$ cat config.mk
export PLATFORM = sky130hd
export DESIGN_NAME = chs_ctrl
export DESIGN_NICKNAME = d
export VERILOG_FILES = /design/src/chs_pkg.sv /design/src/chs_sync.sv /design/src/chs_ctrl.sv
export VERILOG_INCLUDE_DIRS = /design/src
export SDC_FILE = /design/constraint.sdc
export NUM_CORES = 1
export LEC_CHECK = 0
export BUFFER_PORTS_ARGS = -buffer_cell sky130_fd_sc_hd__buf_2
export CORE_MARGIN = 2
export CORE_UTILIZATION = 35
export DETAILED_ROUTE_END_ITERATION = 8
export SLEW_MARGIN = 40
export SYNTH_ARGS = -nofsm -noshare
export SYNTH_HDL_FRONTEND = slang
export SYNTH_SLANG_ARGS = --single-unit
$ cat constraint.sdc
create_clock -name i_ref_clk -period 3.7 [get_ports i_ref_clk]
set_input_delay 0.185 -clock i_ref_clk [delete_from_list [all_inputs] [get_ports i_ref_clk]]
set_output_delay 0.185 -clock i_ref_clk [all_outputs]
set_load 0.05 [all_outputs]
$ cat src/chs_params.svh
// Timing counts and widths for the card host signal control block
`ifndef CHS_PARAMS_SVH
`define CHS_PARAMS_SVH

// ----------------------------------------------------------------------
// Clock
// ----------------------------------------------------------------------
`define CHS_CLK_PERIOD_NS 100

// ----------------------------------------------------------------------
// Busy times (least times, rounded up to whole cycles)
// ----------------------------------------------------------------------
`define CHS_PWRUP_BUSY_NS 2000
`define CHS_PWRUP_BUSY_CYC \
   ((`CHS_PWRUP_BUSY_NS + `CHS_CLK_PERIOD_NS - 1) / `CHS_CLK_PERIOD_NS)
`define CHS_RST_BUSY_NS 1000
`define CHS_RST_BUSY_CYC \
   ((`CHS_RST_BUSY_NS + `CHS_CLK_PERIOD_NS - 1) / `CHS_CLK_PERIOD_NS)

// ----------------------------------------------------------------------
// Pulse-mode interrupt width (least time)
// ----------------------------------------------------------------------
`define CHS_IRQ_PULSE_NS 500
`define CHS_IRQ_PULSE_CYC \
   ((`CHS_IRQ_PULSE_NS + `CHS_CLK_PERIOD_NS - 1) / `CHS_CLK_PERIOD_NS)

// ----------------------------------------------------------------------
// Counter width and synchroniser width
// ----------------------------------------------------------------------
`define CHS_CNT_W 8
`define CHS_SYNC_W 5

`endif

$ cat src/chs_pkg.sv
// Types shared by the card host signal control block
package chs_pkg;

   // ----------------------------------------------------------------------
   // Host pins that need synchronising, in one bundle
   // ----------------------------------------------------------------------
   typedef struct packed {
      logic oe_n;      // Read strobe, also IDE mode select
      logic reg_n;     // Attribute select, low = attribute memory
      logic reset_pin; // Card reset pin, polarity depends on mode
      logic dmack_n;   // DMA acknowledge, active low
      logic stop;      // Ultra DMA burst stop
   } chs_pins_t;

   // ----------------------------------------------------------------------
   // Decoded read strobes towards the card core
   // ----------------------------------------------------------------------
   typedef struct packed {
      logic common_rd; // Common memory read, memory mode only
      logic attrib_rd; // Card information / configuration read
   } chs_read_t;

   // ----------------------------------------------------------------------
   // Interface modes
   // ----------------------------------------------------------------------
   typedef enum logic [2:0] {
      CHS_MODE_MEM = 3'h1,
      CHS_MODE_IO  = 3'h2,
      CHS_MODE_IDE = 3'h4
   } chs_mode_t;

   // ----------------------------------------------------------------------
   // Power-up / reset sequencer states
   // ----------------------------------------------------------------------
   typedef enum logic [2:0] {
      CHS_RS_PWRUP = 3'h1,
      CHS_RS_BUSY  = 3'h2,
      CHS_RS_RUN   = 3'h4
   } chs_rst_state_t;

   // ----------------------------------------------------------------------
   // DMA handshake states
   // ----------------------------------------------------------------------
   typedef enum logic [3:0] {
      CHS_DS_IDLE = 4'h1,
      CHS_DS_REQ  = 4'h2,
      CHS_DS_XFER = 4'h4,
      CHS_DS_TERM = 4'h8
   } chs_dma_state_t;

endpackage

$ cat src/chs_sync.sv
// Two-stage synchroniser for a bundle of asynchronous host pins
`timescale 1ns/1ps
module chs_sync #(
   parameter int W = 1,
   parameter logic [W-1:0] RST_VAL = '0
) (
   input wire logic i_ref_clk,
   input wire logic i_rst_n,
   input wire logic [W-1:0] i_async,
   output logic [W-1:0] o_sync
);

   logic [W-1:0] meta_ff;
   logic [W-1:0] sync_ff;

   // ----------------------------------------------------------------------
   // Stages
   // ----------------------------------------------------------------------
   // First stage feeds only the second stage
   always_ff @(posedge i_ref_clk) begin
      if (!i_rst_n) begin
         meta_ff <= RST_VAL;
         sync_ff <= RST_VAL;
      end else begin
         meta_ff <= i_async;
         sync_ff <= meta_ff;
      end
   end

   assign o_sync = sync_ff;

endmodule

$ cat src/chs_ctrl.sv
// Host control signal logic of a removable flash card
//
// Overview of operation
// In IDE Ultra DMA, STOP from the host ends the burst in progress.
// The host makes the read strobe; memory mode uses it for data too.
// In I/O mode the read strobe only reads the attribute space.
// Holding the IDE mode select input low selects True IDE mode.
// In memory mode ready is high when idle and low while busy.
// Ready stays low until the power-up or reset sequence finishes.
// The host makes no access while ready shows busy.
// A reset pin held active since power-up is ignored, not a hang.
// In I/O mode the interrupt line pulses low or holds low by mode.
// In IDE mode the interrupt is an active high output.
// Attribute select high picks common memory, low attribute memory.
// In I/O cycles the host also holds attribute select low.
// The host answers the DMA request with DMA acknowledge.
// DMA acknowledge is ignored while no DMA operation is active.
// A host without DMA holds DMA acknowledge high.
// Host strobes and selects are synchronised before use.
`include "chs_params.svh"
`timescale 1ns/1ps
module chs_ctrl #(
   parameter int CNT_W = `CHS_CNT_W,
   parameter logic [CNT_W-1:0] PWRUP_CYC = CNT_W'(`CHS_PWRUP_BUSY_CYC),
   parameter logic [CNT_W-1:0] RST_CYC = CNT_W'(`CHS_RST_BUSY_CYC),
   parameter logic [CNT_W-1:0] IRQ_CYC = CNT_W'(`CHS_IRQ_PULSE_CYC)
) (
   input wire logic i_ref_clk,
   input wire logic i_rst_n,
   input wire logic i_oe_n,
   input wire logic i_reg_n,
   input wire logic i_reset_pin,
   input wire logic i_dmack_n,
   input wire logic i_stop,
   input wire logic i_core_busy,
   input wire logic i_io_configured,
   input wire logic i_irq_level_mode,
   input wire logic i_irq,
   input wire logic i_dma_want,
   input wire logic i_udma_en,
   input wire logic i_dma_done,
   output logic o_ready_irq,
   output logic o_dmarq,
   output chs_pkg::chs_read_t o_read,
   output logic o_dma_ack,
   output logic o_burst_stop,
   output logic o_card_reset,
   output chs_pkg::chs_mode_t o_mode
);

   // ----------------------------------------------------------------------
   // Synchronised host pins
   // ----------------------------------------------------------------------
   chs_pkg::chs_pins_t pins_raw;
   chs_pkg::chs_pins_t pins_s;
   logic [`CHS_SYNC_W-1:0] pins_vec;

   // Idle pin levels: strobes high, reset pin low, stop low
   localparam logic [`CHS_SYNC_W-1:0] PINS_IDLE = 5'h1A;

   assign pins_raw.oe_n = i_oe_n;
   assign pins_raw.reg_n = i_reg_n;
   assign pins_raw.reset_pin = i_reset_pin;
   assign pins_raw.dmack_n = i_dmack_n;
   assign pins_raw.stop = i_stop;

   // Strobes are asynchronous to the card clock
   chs_sync #(
      .W(`CHS_SYNC_W),
      .RST_VAL(PINS_IDLE)
   ) u_sync (
      .i_ref_clk(i_ref_clk),
      .i_rst_n(i_rst_n),
      .i_async(pins_raw),
      .o_sync(pins_vec)
   );

   assign pins_s = chs_pkg::chs_pins_t'(pins_vec);

   // ----------------------------------------------------------------------
   // Edge history of synchronised strobes and of the core interrupt request
   // ----------------------------------------------------------------------
   logic oe_n_d_ff;
   logic stop_d_ff;
   logic irq_d_ff;

   always_ff @(posedge i_ref_clk) begin
      if (!i_rst_n) begin
         oe_n_d_ff <= 1'h1;
         stop_d_ff <= 1'h0;
         irq_d_ff <= 1'h0;
      end else begin
         oe_n_d_ff <= pins_s.oe_n;
         stop_d_ff <= pins_s.stop;
         irq_d_ff <= i_irq;
      end
   end

   logic oe_fall;
   logic stop_rise;
   logic irq_rise;

   assign oe_fall = oe_n_d_ff & ~pins_s.oe_n;
   assign stop_rise = ~stop_d_ff & pins_s.stop;
   assign irq_rise = ~irq_d_ff & i_irq;

   // ----------------------------------------------------------------------
   // Power-up / reset sequencer
   // ----------------------------------------------------------------------
   chs_pkg::chs_rst_state_t rst_st_ff;
   chs_pkg::chs_rst_state_t nxt_rst_st;
   logic [CNT_W-1:0] busy_cnt_ff;
   logic ide_ff;
   logic rst_idle_seen_ff;
   logic rst_act;
   logic rst_act_d_ff;
   logic rst_start;
   logic ready_phase;

   // Card reset pin is high active, except active low in IDE mode
   assign rst_act = ide_ff ? ~pins_s.reset_pin : pins_s.reset_pin;

   // Only a reset that starts after the pin was once inactive counts, so a
   // pin left open or held active from power-up cannot hang the card
   assign rst_start = rst_idle_seen_ff & rst_act & ~rst_act_d_ff;

   always_ff @(posedge i_ref_clk) begin
      if (!i_rst_n) begin
         rst_idle_seen_ff <= 1'h0;
         rst_act_d_ff <= 1'h0;
      end else begin
         rst_act_d_ff <= rst_act;
         if (rst_st_ff == chs_pkg::CHS_RS_RUN && !rst_act) begin
            rst_idle_seen_ff <= 1'h1;
         end
      end
   end

   // Sequencer next state
   always_comb begin
      nxt_rst_st = rst_st_ff;
      case (rst_st_ff)
         chs_pkg::CHS_RS_PWRUP: begin
            if (busy_cnt_ff == '0) begin
               nxt_rst_st = chs_pkg::CHS_RS_RUN;
            end
         end
         chs_pkg::CHS_RS_BUSY: begin
            if (busy_cnt_ff == '0 && !rst_act) begin
               nxt_rst_st = chs_pkg::CHS_RS_RUN;
            end
         end
         chs_pkg::CHS_RS_RUN: begin
            if (rst_start) begin
               nxt_rst_st = chs_pkg::CHS_RS_BUSY;
            end
         end
         default: begin
            nxt_rst_st = chs_pkg::CHS_RS_PWRUP;
         end
      endcase
   end

   // Busy countdown; reloaded on entry to either busy state
   always_ff @(posedge i_ref_clk) begin
      if (!i_rst_n) begin
         rst_st_ff <= chs_pkg::CHS_RS_PWRUP;
         busy_cnt_ff <= PWRUP_CYC;
      end else begin
         rst_st_ff <= nxt_rst_st;
         if (rst_start) begin
            busy_cnt_ff <= RST_CYC;
         end else if (busy_cnt_ff != '0) begin
            busy_cnt_ff <= busy_cnt_ff - CNT_W'(1);
         end
      end
   end

   assign ready_phase = (rst_st_ff == chs_pkg::CHS_RS_RUN);

   // Mode select is caught while busy, so it is stable once running
   always_ff @(posedge i_ref_clk) begin
      if (!i_rst_n) begin
         ide_ff <= 1'h0;
      end else if (!ready_phase) begin
         ide_ff <= ~pins_s.oe_n; // Select input grounded means IDE
      end
   end

   // Core reset pulse, one cycle, on each accepted reset
   always_ff @(posedge i_ref_clk) begin
      if (!i_rst_n) begin
         o_card_reset <= 1'h0;
      end else begin
         o_card_reset <= rst_start;
      end
   end

   // ----------------------------------------------------------------------
   // Mode
   // ----------------------------------------------------------------------
   chs_pkg::chs_mode_t mode;

   always_comb begin
      if (ide_ff) begin
         mode = chs_pkg::CHS_MODE_IDE;
      end else if (i_io_configured && ready_phase) begin
         mode = chs_pkg::CHS_MODE_IO;
      end else begin
         mode = chs_pkg::CHS_MODE_MEM;
      end
   end

   always_ff @(posedge i_ref_clk) begin
      if (!i_rst_n) begin
         o_mode <= chs_pkg::CHS_MODE_MEM;
      end else begin
         o_mode <= mode;
      end
   end

   // ----------------------------------------------------------------------
   // Read strobe decode
   // ----------------------------------------------------------------------
   // Strobe use by mode; in IDE mode the pin is the mode select instead
   function automatic chs_pkg::chs_read_t read_decode(
      input chs_pkg::chs_mode_t m,
      input logic fall,
      input logic reg_n
   );
      chs_pkg::chs_read_t r;
      r = '0;
      if (m == chs_pkg::CHS_MODE_MEM) begin
         r.common_rd = fall & reg_n;
         r.attrib_rd = fall & ~reg_n;
      end else if (m == chs_pkg::CHS_MODE_IO) begin
         r.attrib_rd = fall & ~reg_n;
      end
      return r;
   endfunction

   // Reads during the busy phase are dropped; host must not access
   always_ff @(posedge i_ref_clk) begin
      if (!i_rst_n) begin
         o_read <= '0;
      end else if (ready_phase) begin
         o_read <= read_decode(mode, oe_fall, pins_s.reg_n);
      end else begin
         o_read <= '0;
      end
   end

   // ----------------------------------------------------------------------
   // Interrupt request, pulse or level
   // ----------------------------------------------------------------------
   logic [CNT_W-1:0] irq_cnt_ff;

   // Pulse mode holds the line low for a fixed width per rising request
   always_ff @(posedge i_ref_clk) begin
      if (!i_rst_n) begin
         irq_cnt_ff <= '0;
      end else if (mode != chs_pkg::CHS_MODE_IO || i_irq_level_mode) begin
         irq_cnt_ff <= '0;
      end else if (irq_rise) begin
         irq_cnt_ff <= IRQ_CYC;
      end else if (irq_cnt_ff != '0) begin
         irq_cnt_ff <= irq_cnt_ff - CNT_W'(1);
      end
   end

   logic interrupt_request_n;
   logic nxt_pin;

   assign interrupt_request_n = i_irq_level_mode ? ~i_irq :
                                (irq_cnt_ff == '0);

   // Shared pin: ready, interrupt request low, or IDE interrupt high
   always_comb begin
      case (mode)
         chs_pkg::CHS_MODE_IDE: nxt_pin = ready_phase & i_irq;
         chs_pkg::CHS_MODE_IO: nxt_pin = interrupt_request_n;
         // Drop ready on the very edge that takes a card reset, so the pin
         // never shows ready beside the reset pulse
         default: begin
            nxt_pin = ready_phase & ~rst_start & ~i_core_busy;
         end
      endcase
   end

   // Registered pin; low from reset until the sequencer is running
   always_ff @(posedge i_ref_clk) begin
      if (!i_rst_n) begin
         o_ready_irq <= 1'h0;
      end else begin
         o_ready_irq <= nxt_pin;
      end
   end

   // ----------------------------------------------------------------------
   // DMA handshake
   // ----------------------------------------------------------------------
   chs_pkg::chs_dma_state_t dma_st_ff;
   chs_pkg::chs_dma_state_t nxt_dma_st;
   logic dma_on;
   logic dmack;

   assign dma_on = ready_phase & (mode == chs_pkg::CHS_MODE_IDE);
   // Acknowledge only means anything while the handshake is not idle; a floating
   // or tied line is ignored otherwise
   assign dmack = ~pins_s.dmack_n & (dma_st_ff != chs_pkg::CHS_DS_IDLE);

   always_comb begin
      nxt_dma_st = dma_st_ff;
      case (dma_st_ff)
         chs_pkg::CHS_DS_IDLE: begin
            if (dma_on && i_dma_want) begin
               nxt_dma_st = chs_pkg::CHS_DS_REQ;
            end
         end
         chs_pkg::CHS_DS_REQ: begin
            if (!dma_on) begin
               nxt_dma_st = chs_pkg::CHS_DS_IDLE;
            end else if (dmack) begin
               nxt_dma_st = chs_pkg::CHS_DS_XFER;
            end
         end
         chs_pkg::CHS_DS_XFER: begin
            if (!dma_on || i_dma_done) begin
               nxt_dma_st = chs_pkg::CHS_DS_TERM;
            end else if (i_udma_en && stop_rise) begin
               nxt_dma_st = chs_pkg::CHS_DS_TERM;
            end
         end
         chs_pkg::CHS_DS_TERM: begin
            if (!dmack) begin
               nxt_dma_st = chs_pkg::CHS_DS_IDLE;
            end
         end
         default: begin
            nxt_dma_st = chs_pkg::CHS_DS_IDLE;
         end
      endcase
   end

   always_ff @(posedge i_ref_clk) begin
      if (!i_rst_n) begin
         dma_st_ff <= chs_pkg::CHS_DS_IDLE;
      end else begin
         dma_st_ff <= nxt_dma_st;
      end
   end

   // Request held from REQ through XFER, dropped on termination
   always_ff @(posedge i_ref_clk) begin
      if (!i_rst_n) begin
         o_dmarq <= 1'h0;
         o_dma_ack <= 1'h0;
         o_burst_stop <= 1'h0;
      end else begin
         o_dmarq <= (nxt_dma_st == chs_pkg::CHS_DS_REQ) ||
                    (nxt_dma_st == chs_pkg::CHS_DS_XFER);
         o_dma_ack <= dmack & (nxt_dma_st == chs_pkg::CHS_DS_XFER);
         // One pulse tells the core that the host cut the burst short
         o_burst_stop <= (dma_st_ff == chs_pkg::CHS_DS_XFER) && dma_on &&
                         !i_dma_done && i_udma_en && stop_rise;
      end
   end

endmodule

==> out/results.tsv, run 1 <==
stage	metric	value	unit
status	status	finished, final reports clean	
final_layout	share of cells above drive strength 1	0.1762	
logic_synthesis	synth unique cells	49	
worst_setup_path	Worst Reg-to-Reg Cells	6	
grt	initial antenna violation count	0	
worst_setup_path	Critical Path Start Type	flop	
timing	part of the cycle the worst path needs	0.5120	
detailed_routing	TritonRoute pass-1 iters	4	
clock_tree	postcts setup bufs	0	
final_layout	final design utilization	0.4090	
floorplanning	die width	79.20	um
worst_setup_path	Arr. time, crit path	2090	ps
timing	Final Hold Slack	64.86	ps
pwr	power per cell area	411.5	mW/mm^2
timing	min Tclk post-route	1894	ps
job	# Max-Cap Violations	0	
floorplanning	Initial Utilization	0.3617	
timing	Tightest Pin Transition	566.0	ps
worst_setup_path	CP max stage cell	or3b_1	
logic_synthesis	post-synthesis sequential area ratio	0.4956	
floorplanning	die area	0.006273	sq mm
detailed_routing	Vias per Instance	4.933	
logic_synthesis	Yosys warning total	0	
hold_path	Hold Path Stages	2	
grt	vias in the first global route	1368	
placement	Post-DP HPWL	2.392	mm
logic_synthesis	Post-synth EDFFs	0	
pwr	Reg power frac	0.602	
clock_tree	Root Driver	clkbuf_8	
clock_tree	CTS tree	built	
worst_setup_path	Req. time, crit path	3890	ps
grt	grt met2 use	0.1890	
timing	Final Hold Vio Count	0	
floorplanning	Ports	24	
grt	GRT Util Overall	0.1197	
logic_synthesis	Commonest cells post-synth	dfxtp_1 (49), nor2_1 (18), nand2b_1 (12), a21oi_1 (10), nand2_1 (10)	
pwr	Net Sw Frac	0.2321	
placement	GPL Wtd Cong	0.7497	
floorplanning	die span in y	79.20	um
detailed_routing	drt wl/cell	11.39	um
pwr	Power, Total	0.9211	mW
timing	normalized max-slew margin	0.6192	
detailed_routing	drt first-iter violations	93	
clock_tree	Post-CTS Hold Fix Bufs	0	
detailed_routing	remaining antenna violation count	0	
pwr	internal power	0.7073	mW
clock_tree	total CTS buffers	5	
timing	Slew Viols, Final	0	
clock_tree	CTS clock-pin slew for the worst setup and hold paths	80	ps
clock_tree	# resized after CTS	0	
pwr	sw power	0.2138	mW
timing	final setup vio count	0	
grt	residual overflow from global routing	0	
clock_tree	TritonCTS sink count	49	
logic_synthesis	Synth Area per Inst	9.848	sq um
detailed_routing	Vias	1475	
logic_synthesis	Syn Std Cell Area	0.001979	sq mm
clock_tree	clk buf depth	2	
floorplanning	# rows	27	
worst_setup_path	delay-heaviest family, CP	simple AND/OR/NAND/NOR gates	
pwr	leak pwr	0.9080	nW
grt	grt peak-use layer	met2	
placement	PortBufs	23	
final_layout	nets@finish	242	
grt	met3 GRT Util	0.02386	
grt	pin count of the biggest net entering global routing	28	
final_layout	P&R area growth vs syn	13.08	%
pwr	combinational power share	0.069	
timing	FMAX	527.9	MHz
logic_synthesis	count leader, synth	dfxtp_1	
logic_synthesis	Async S/R FF share, synth	0	
logic_synthesis	post-synth top area share	0.4956	
logic_synthesis	area leader, netlist	dfxtp_1	
timing	Sum Neg Setup Slack	0	ps
worst_setup_path	Critical path buffers and inverters	1	
hold_path	Hold WC Path Type	input pin to flop	
logic_synthesis	Primary FF master, synth	dfxtp_1	
final_layout	# diodes	0	
grt	met1 GRT Util	0.1479	
logic_synthesis	top cells by area, synth	dfxtp_1 (50%), nand2b_1 (3.8%), nor2_1 (3.4%)	
worst_setup_path	crit-path cells	inv_1 -> ha_1 -> or3b_1 -> nor3b_4 -> nand2_1 -> a32o_1	
logic_synthesis	net count after synthesis	217	
worst_setup_path	CP Class	flop to flop	
pwr	Peak supply drop	0.0001440	V
logic_synthesis	Yosys reg bits	49	
worst_setup_path	Crit Path Max Fanout	6	
floorplanning	core box area	0.005473	sq mm
pwr	Clk pwr share	0.329	
worst_setup_path	CP peak stage delay	480	ps
detailed_routing	drt total wl	3.407	mm
clock_tree	H-tree Lvls	2	
timing	RSZ-0062 raised after global routing	no	
detailed_routing	drt drc	0	
logic_synthesis	Mapped Cells	201	
worst_setup_path	Worst Setup End Kind	flop	
clock_tree	clk_lat worst skew	300	ps
timing	clk_skew	8.148	ps
worst_setup_path	CP Depth	6	
grt	global-route wire length before repair	5.871	mm
final_layout	number of fill cells	561	
final timing paths:
check                       to               from  slack, ps
max               rst_st_ff[1]     busy_cnt_ff[0]       1810
min          u_sync.meta_ff[1]          i_dmack_n         60
max reg2reg       rst_st_ff[1]     busy_cnt_ff[0]       1810
min reg2reg   u_sync.o_sync[1]  u_sync.meta_ff[1]        410
through the flow:
step                      setup WS [ps]  cells  instance area [sq um]
after global placement             1690    291                   2150
after floorplan                    2013    201                   1979
after global routing               1662    299                   2238
after detailed placement           1813    291                   2155
final                              1806    299                   2238
after CTS                          1803    299                   2238
power by group through the flow:
| stage | logic (mW) | registers, mW | clock network [mW] |
|---|---|---|---|
| detailed placement | 0.0631 | 0.567 | 0 |
| CTS | 0.0638 | 0.555 | 0.315 |
| global route | 0.0723 | 0.557 | 0.336 |
| global placement | 0.0622 | 0.567 | 0 |
| floorplan | 0.0454 | 0.565 | 0 |
| finish | 0.0633 | 0.555 | 0.303 |
worst register-to-register path: cells and delay by family (launching register included):
kind,cells,cell delay (ps)
flip-flops,1,330
AO/OA/AOI/OAI,1,240
AND/OR/NAND/NOR,3,910
buffers and inverters,1,90
adder cells (fa/ha/maj),1,220
metal layers:
metal,part of all wire,wire [um]
met1,0.50,1705
met2,0.44,1489
met3,0.040,135
met4,0.022,76
met5,0,0
logic make-up (layout without fill, tap and decap cells):
family                   count (synthesis)  in the layout  share of synthesized area
AO/OA/AOI/OAI                           34             34                     0.1119
XOR/XNOR                                 9              9                    0.04931
adder cells (fa/ha/maj)                  2              2                    0.01264
buffers and inverters                   12             38                    0.03097
flip-flops                              49             49                     0.4956
multiplexers                             2              2                    0.01011
AND/OR/NAND/NOR                         93             93                     0.2895
layout by cell type (no fill, tap or decap), types with 7 or more instances in the layout:
master,n
o21ai_0,7
buf_2,23
and2_1,7
a21oi_1,10
nand2b_1,12
nand2_1,10
inv_1,7
nand3_1,7
nor2_1,18
dfxtp_1,49
registers in the layout, indices dropped and copies added (netlist names), 2 cells and up:
name,count
busy_cnt_ff,8
o_mode,3
rst_st_ff,3
o_read,2
dma_st_ff,4
u_sync.meta_ff,5
irq_cnt_ff,8
u_sync.o_sync,5
cell type report:
type	count	area (sq um)	area share
clock buffer	7	76.32	0.03410
clock inverter	1	7.507	0.003354
inverter	7	26.28	0.01174
timing repair buffer	23	115.1	0.05143
multi-input combinational	140	942.2	0.4209
sequential	49	980.9	0.4382
tap	72	90.09	0.04025
Power figures use the tool's default switching activity.
==> run 2: changes to the inputs <==
==> constraint.sdc (replaced) <==
create_clock -name i_ref_clk -period 1.5 [get_ports i_ref_clk]
set_input_delay 0.075 -clock i_ref_clk [delete_from_list [all_inputs] [get_ports i_ref_clk]]
set_output_delay 0.075 -clock i_ref_clk [all_outputs]
set_load 0.05 [all_outputs]
==> run 2 against run 1 <==
Net effect:
- the flow now finishes with violations (setup timing)
- cell area is 14% higher
- global-route usage is 0.58 points higher
- critical path depth stayed put
- sequential power is 150% higher
- sequential cell count stayed put
- maximum frequency is 20% higher
- die area stayed put
- core utilization is 5.8 points higher
- register-to-register slack worse by 1900 ps
- via count is 7.3% higher
- clock skew is 3.2 ps lower
- critical path type unchanged
- highest routed layer unchanged
==> out/results.tsv, run 2 (same netlist as run 1, synthesis figures left out) <==
stage	metric	value	unit	change
final_layout	most frequent cells in the layout	dfxtp_1 (46), buf_2 (23), buf_4 (23), nor2_1 (18), nand2b_1 (12)		was dfxtp_1 (49), buf_2 (23), nor2_1 (18), nand2b_1 (12)
hold_path	Hold WC Path Type	input pin to flop		unchanged
timing	Sum Neg Setup Slack	-333.2	ps	was 0 ps
final_layout	share of cells above drive strength 1	0.3140		was 0.1762
pwr	Reg power frac	0.583		was 0.602
worst_setup_path	Arr. time, crit path	1770	ps	was 2090 ps
status	status	complete, but fails checks		was finished, final reports clean
final_layout	final design utilization	0.4671		was 0.4090
detailed_routing	Vias	1582		was 1475
pwr	combinational power share	0.101		was 0.069
timing	RSZ-0062 raised after global routing	yes		was no
timing	Slew Viols, Final	0		unchanged
final_layout	# diodes	0		unchanged
grt	vias in the first global route	1389		was 1368
timing	min Tclk post-route	1574	ps	was 1894 ps
clock_tree	Root Driver	clkbuf_8		unchanged
floorplanning	core box area	0.005473	sq mm	unchanged
clock_tree	clk buf depth	2		unchanged
worst_setup_path	Critical Path Start Type	flop		unchanged
final_layout	number of fill cells	547		was 561
worst_setup_path	Crit Path Max Fanout	4		was 6
clock_tree	total CTS buffers	5		unchanged
final_layout	Finished Cell Area	0.002556	sq mm	was 0.002238 sq mm
final_layout	P&R area growth vs syn	29.14	%	was 13.08%
grt	pin count of the biggest net entering global routing	18		was 28
timing	Tightest Pin Transition	302.8	ps	was 566.0 ps
detailed_routing	remaining antenna violation count	0		unchanged
detailed_routing	drt total wl	3.746	mm	was 3.407 mm
final_layout	commonest non-fill, non-tap cell in the layout	dfxtp_1		unchanged
worst_setup_path	Worst Setup End Kind	flop		unchanged
worst_setup_path	CP Class	flop to flop		unchanged
grt	residual overflow from global routing	0		unchanged
placement	dpl cells	312		was 291
job	# Max-Cap Violations	0		unchanged
status	failing checks	setup timing		
grt	global-route wire length before repair	6.210	mm	was 5.871 mm
final_layout	nets@finish	273		was 242
pwr	Clk pwr share	0.316		was 0.329
timing	FMAX	635.2	MHz	was 527.9 MHz
final_layout	Finished Layout Cells	330		was 299
pwr	Net Sw Frac	0.2317		was 0.2321
final_layout	register area	984.7	sq um	was 980.9 sq um
final_layout	Top Registers	busy_cnt_ff: 8 flops, irq_cnt_ff: 8 flops		unchanged
placement	Post-DP HPWL	2.604	mm	was 2.392 mm
detailed_routing	drt drc	0		unchanged
clock_tree	CTS clock-pin slew for the worst setup and hold paths	80	ps	about the same
clock_tree	TritonCTS sink count	49		unchanged
floorplanning	die area	0.006273	sq mm	unchanged
timing	Final Worst Setup Slack	-74.32	ps	was 1806 ps
grt	GRT Util Overall	0.1255		was 0.1197
grt	met1 GRT Util	0.1657		was 0.1479
grt	grt peak-use layer	met2		unchanged
worst_setup_path	Req. time, crit path	1690	ps	was 3890 ps
floorplanning	Initial Utilization	0.3617		unchanged
grt	grt met2 use	0.1958		was 0.1890
floorplanning	# rows	27		unchanged
pwr	internal power	1.807	mW	was 0.7073 mW
grt	met3 GRT Util	0.03409		was 0.02386
clock_tree	clk_lat worst skew	290	ps	was 300 ps
timing	part of the cycle the worst path needs	1.050		was 0.5120
clock_tree	H-tree Lvls	2		unchanged
detailed_routing	drt first-iter violations	54		was 93
grt	initial antenna violation count	0		unchanged
placement	dpl cell area	0.002325	sq mm	was 0.002155 sq mm
pwr	leak pwr	1.077	nW	was 0.9080 nW
pwr	power per cell area	919.9	mW/mm^2	was 411.5 mW/mm^2
timing	final setup vio count	7		was 0
pwr	Peak supply drop	0.0004660	V	was 0.0001440 V
clock_tree	CTS tree	built		unchanged
timing	Final Hold Vio Count	0		unchanged
timing	normalized max-slew margin	0.7953		was 0.6192
floorplanning	die span in y	79.20	um	unchanged
timing	clk_skew	4.928	ps	was 8.148 ps
floorplanning	Ports	24		unchanged
detailed_routing	TritonRoute pass-1 iters	4		unchanged
pwr	sw power	0.5448	mW	was 0.2138 mW
final_layout	area used by multi-input combinational logic	999.7	sq um	was 942.2 sq um
placement	PortBufs	23		unchanged
detailed_routing	drt wl/cell	11.35	um	was 11.39 um
floorplanning	die width	79.20	um	unchanged
detailed_routing	Vias per Instance	4.794		was 4.933
timing	Final Hold Slack	16.72	ps	was 64.86 ps
placement	GPL Wtd Cong	0.8196		was 0.7497
-- run 2: cell types whose count changed in the layout (fill, tap and decap cells not counted), moves of 2 or more --
cell,before,now
buf_4,0,23
buf_6,0,2
dfxtp_1,49,46
dfxtp_2,0,3
dlygate4sd3_1,0,5
inv_1,7,5
inv_2,0,2
or3b_1,2,0
or3b_4,0,2
-- run 2: per-stage QoR --
stage | setup WS, ps | power (mW)
after floorplan | -112.8 | 1.521
after global placement | -58.96 | 1.612
after detailed placement | -77.64 | 1.615
after CTS | -83.14 | 2.382
after global routing | -155.0 | 2.470
final | -74.32 | 2.352
-- run 2: layout make-up --
class,count,area share
Multi-Input combinational cell,140,0.3911
Inverter,7,0.01028
Tap cell,72,0.03524
Clock buffer,7,0.02986
Clock inverter,1,0.002937
Timing Repair Buffer,54,0.1454
Sequential cell,49,0.3852
-- run 2: timing repair --
item | 4_1_cts | 5_1_grt
cloned | 0 | 1
endpoints found under the hold margin | 5 | 0
pin swaps | 4 | 7
resized for setup | 4 | 8
hold buffers | 5 | 0
buffers inserted | 0 | 4
endpoints found under the setup margin | 7 | 16
-- run 2: path summary, 6_finish.rpt --
check	startpoint	cells past startpoint	slack, ps	end
max	busy_cnt_ff[1]	6	-70	busy_cnt_ff[1]
min	i_io_configured	2	20	o_read[1]
max reg2reg	busy_cnt_ff[1]	6	-70	busy_cnt_ff[1]
min reg2reg	u_sync.o_sync[3]	1	410	o_read[0]
-- run 2: power groups by stage --
stage | Combinational, mW | Clock (mW) | Sequential (mW)
floorplan | 0.123 | 0 | 1.40
global placement | 0.214 | 0 | 1.40
detailed placement | 0.217 | 0 | 1.40
CTS | 0.232 | 0.782 | 1.37
global route | 0.265 | 0.829 | 1.38
finish | 0.238 | 0.743 | 1.37
-- run 2: worst max-delay path: stages (launching register included) --
cell and delay [ps]:
dfxtp_2 330, inv_2 70, ha_4 120, or3b_4 400, nand3b_1 250, mux2i_1 150
a21o_1 150
-- run 2: routing by layer --
layer	vias to the layer above	share of wire
met5	-	0
met4	0	0.012
met3	5	0.038
met2	22	0.47
met1	735	0.48
li1	820	-
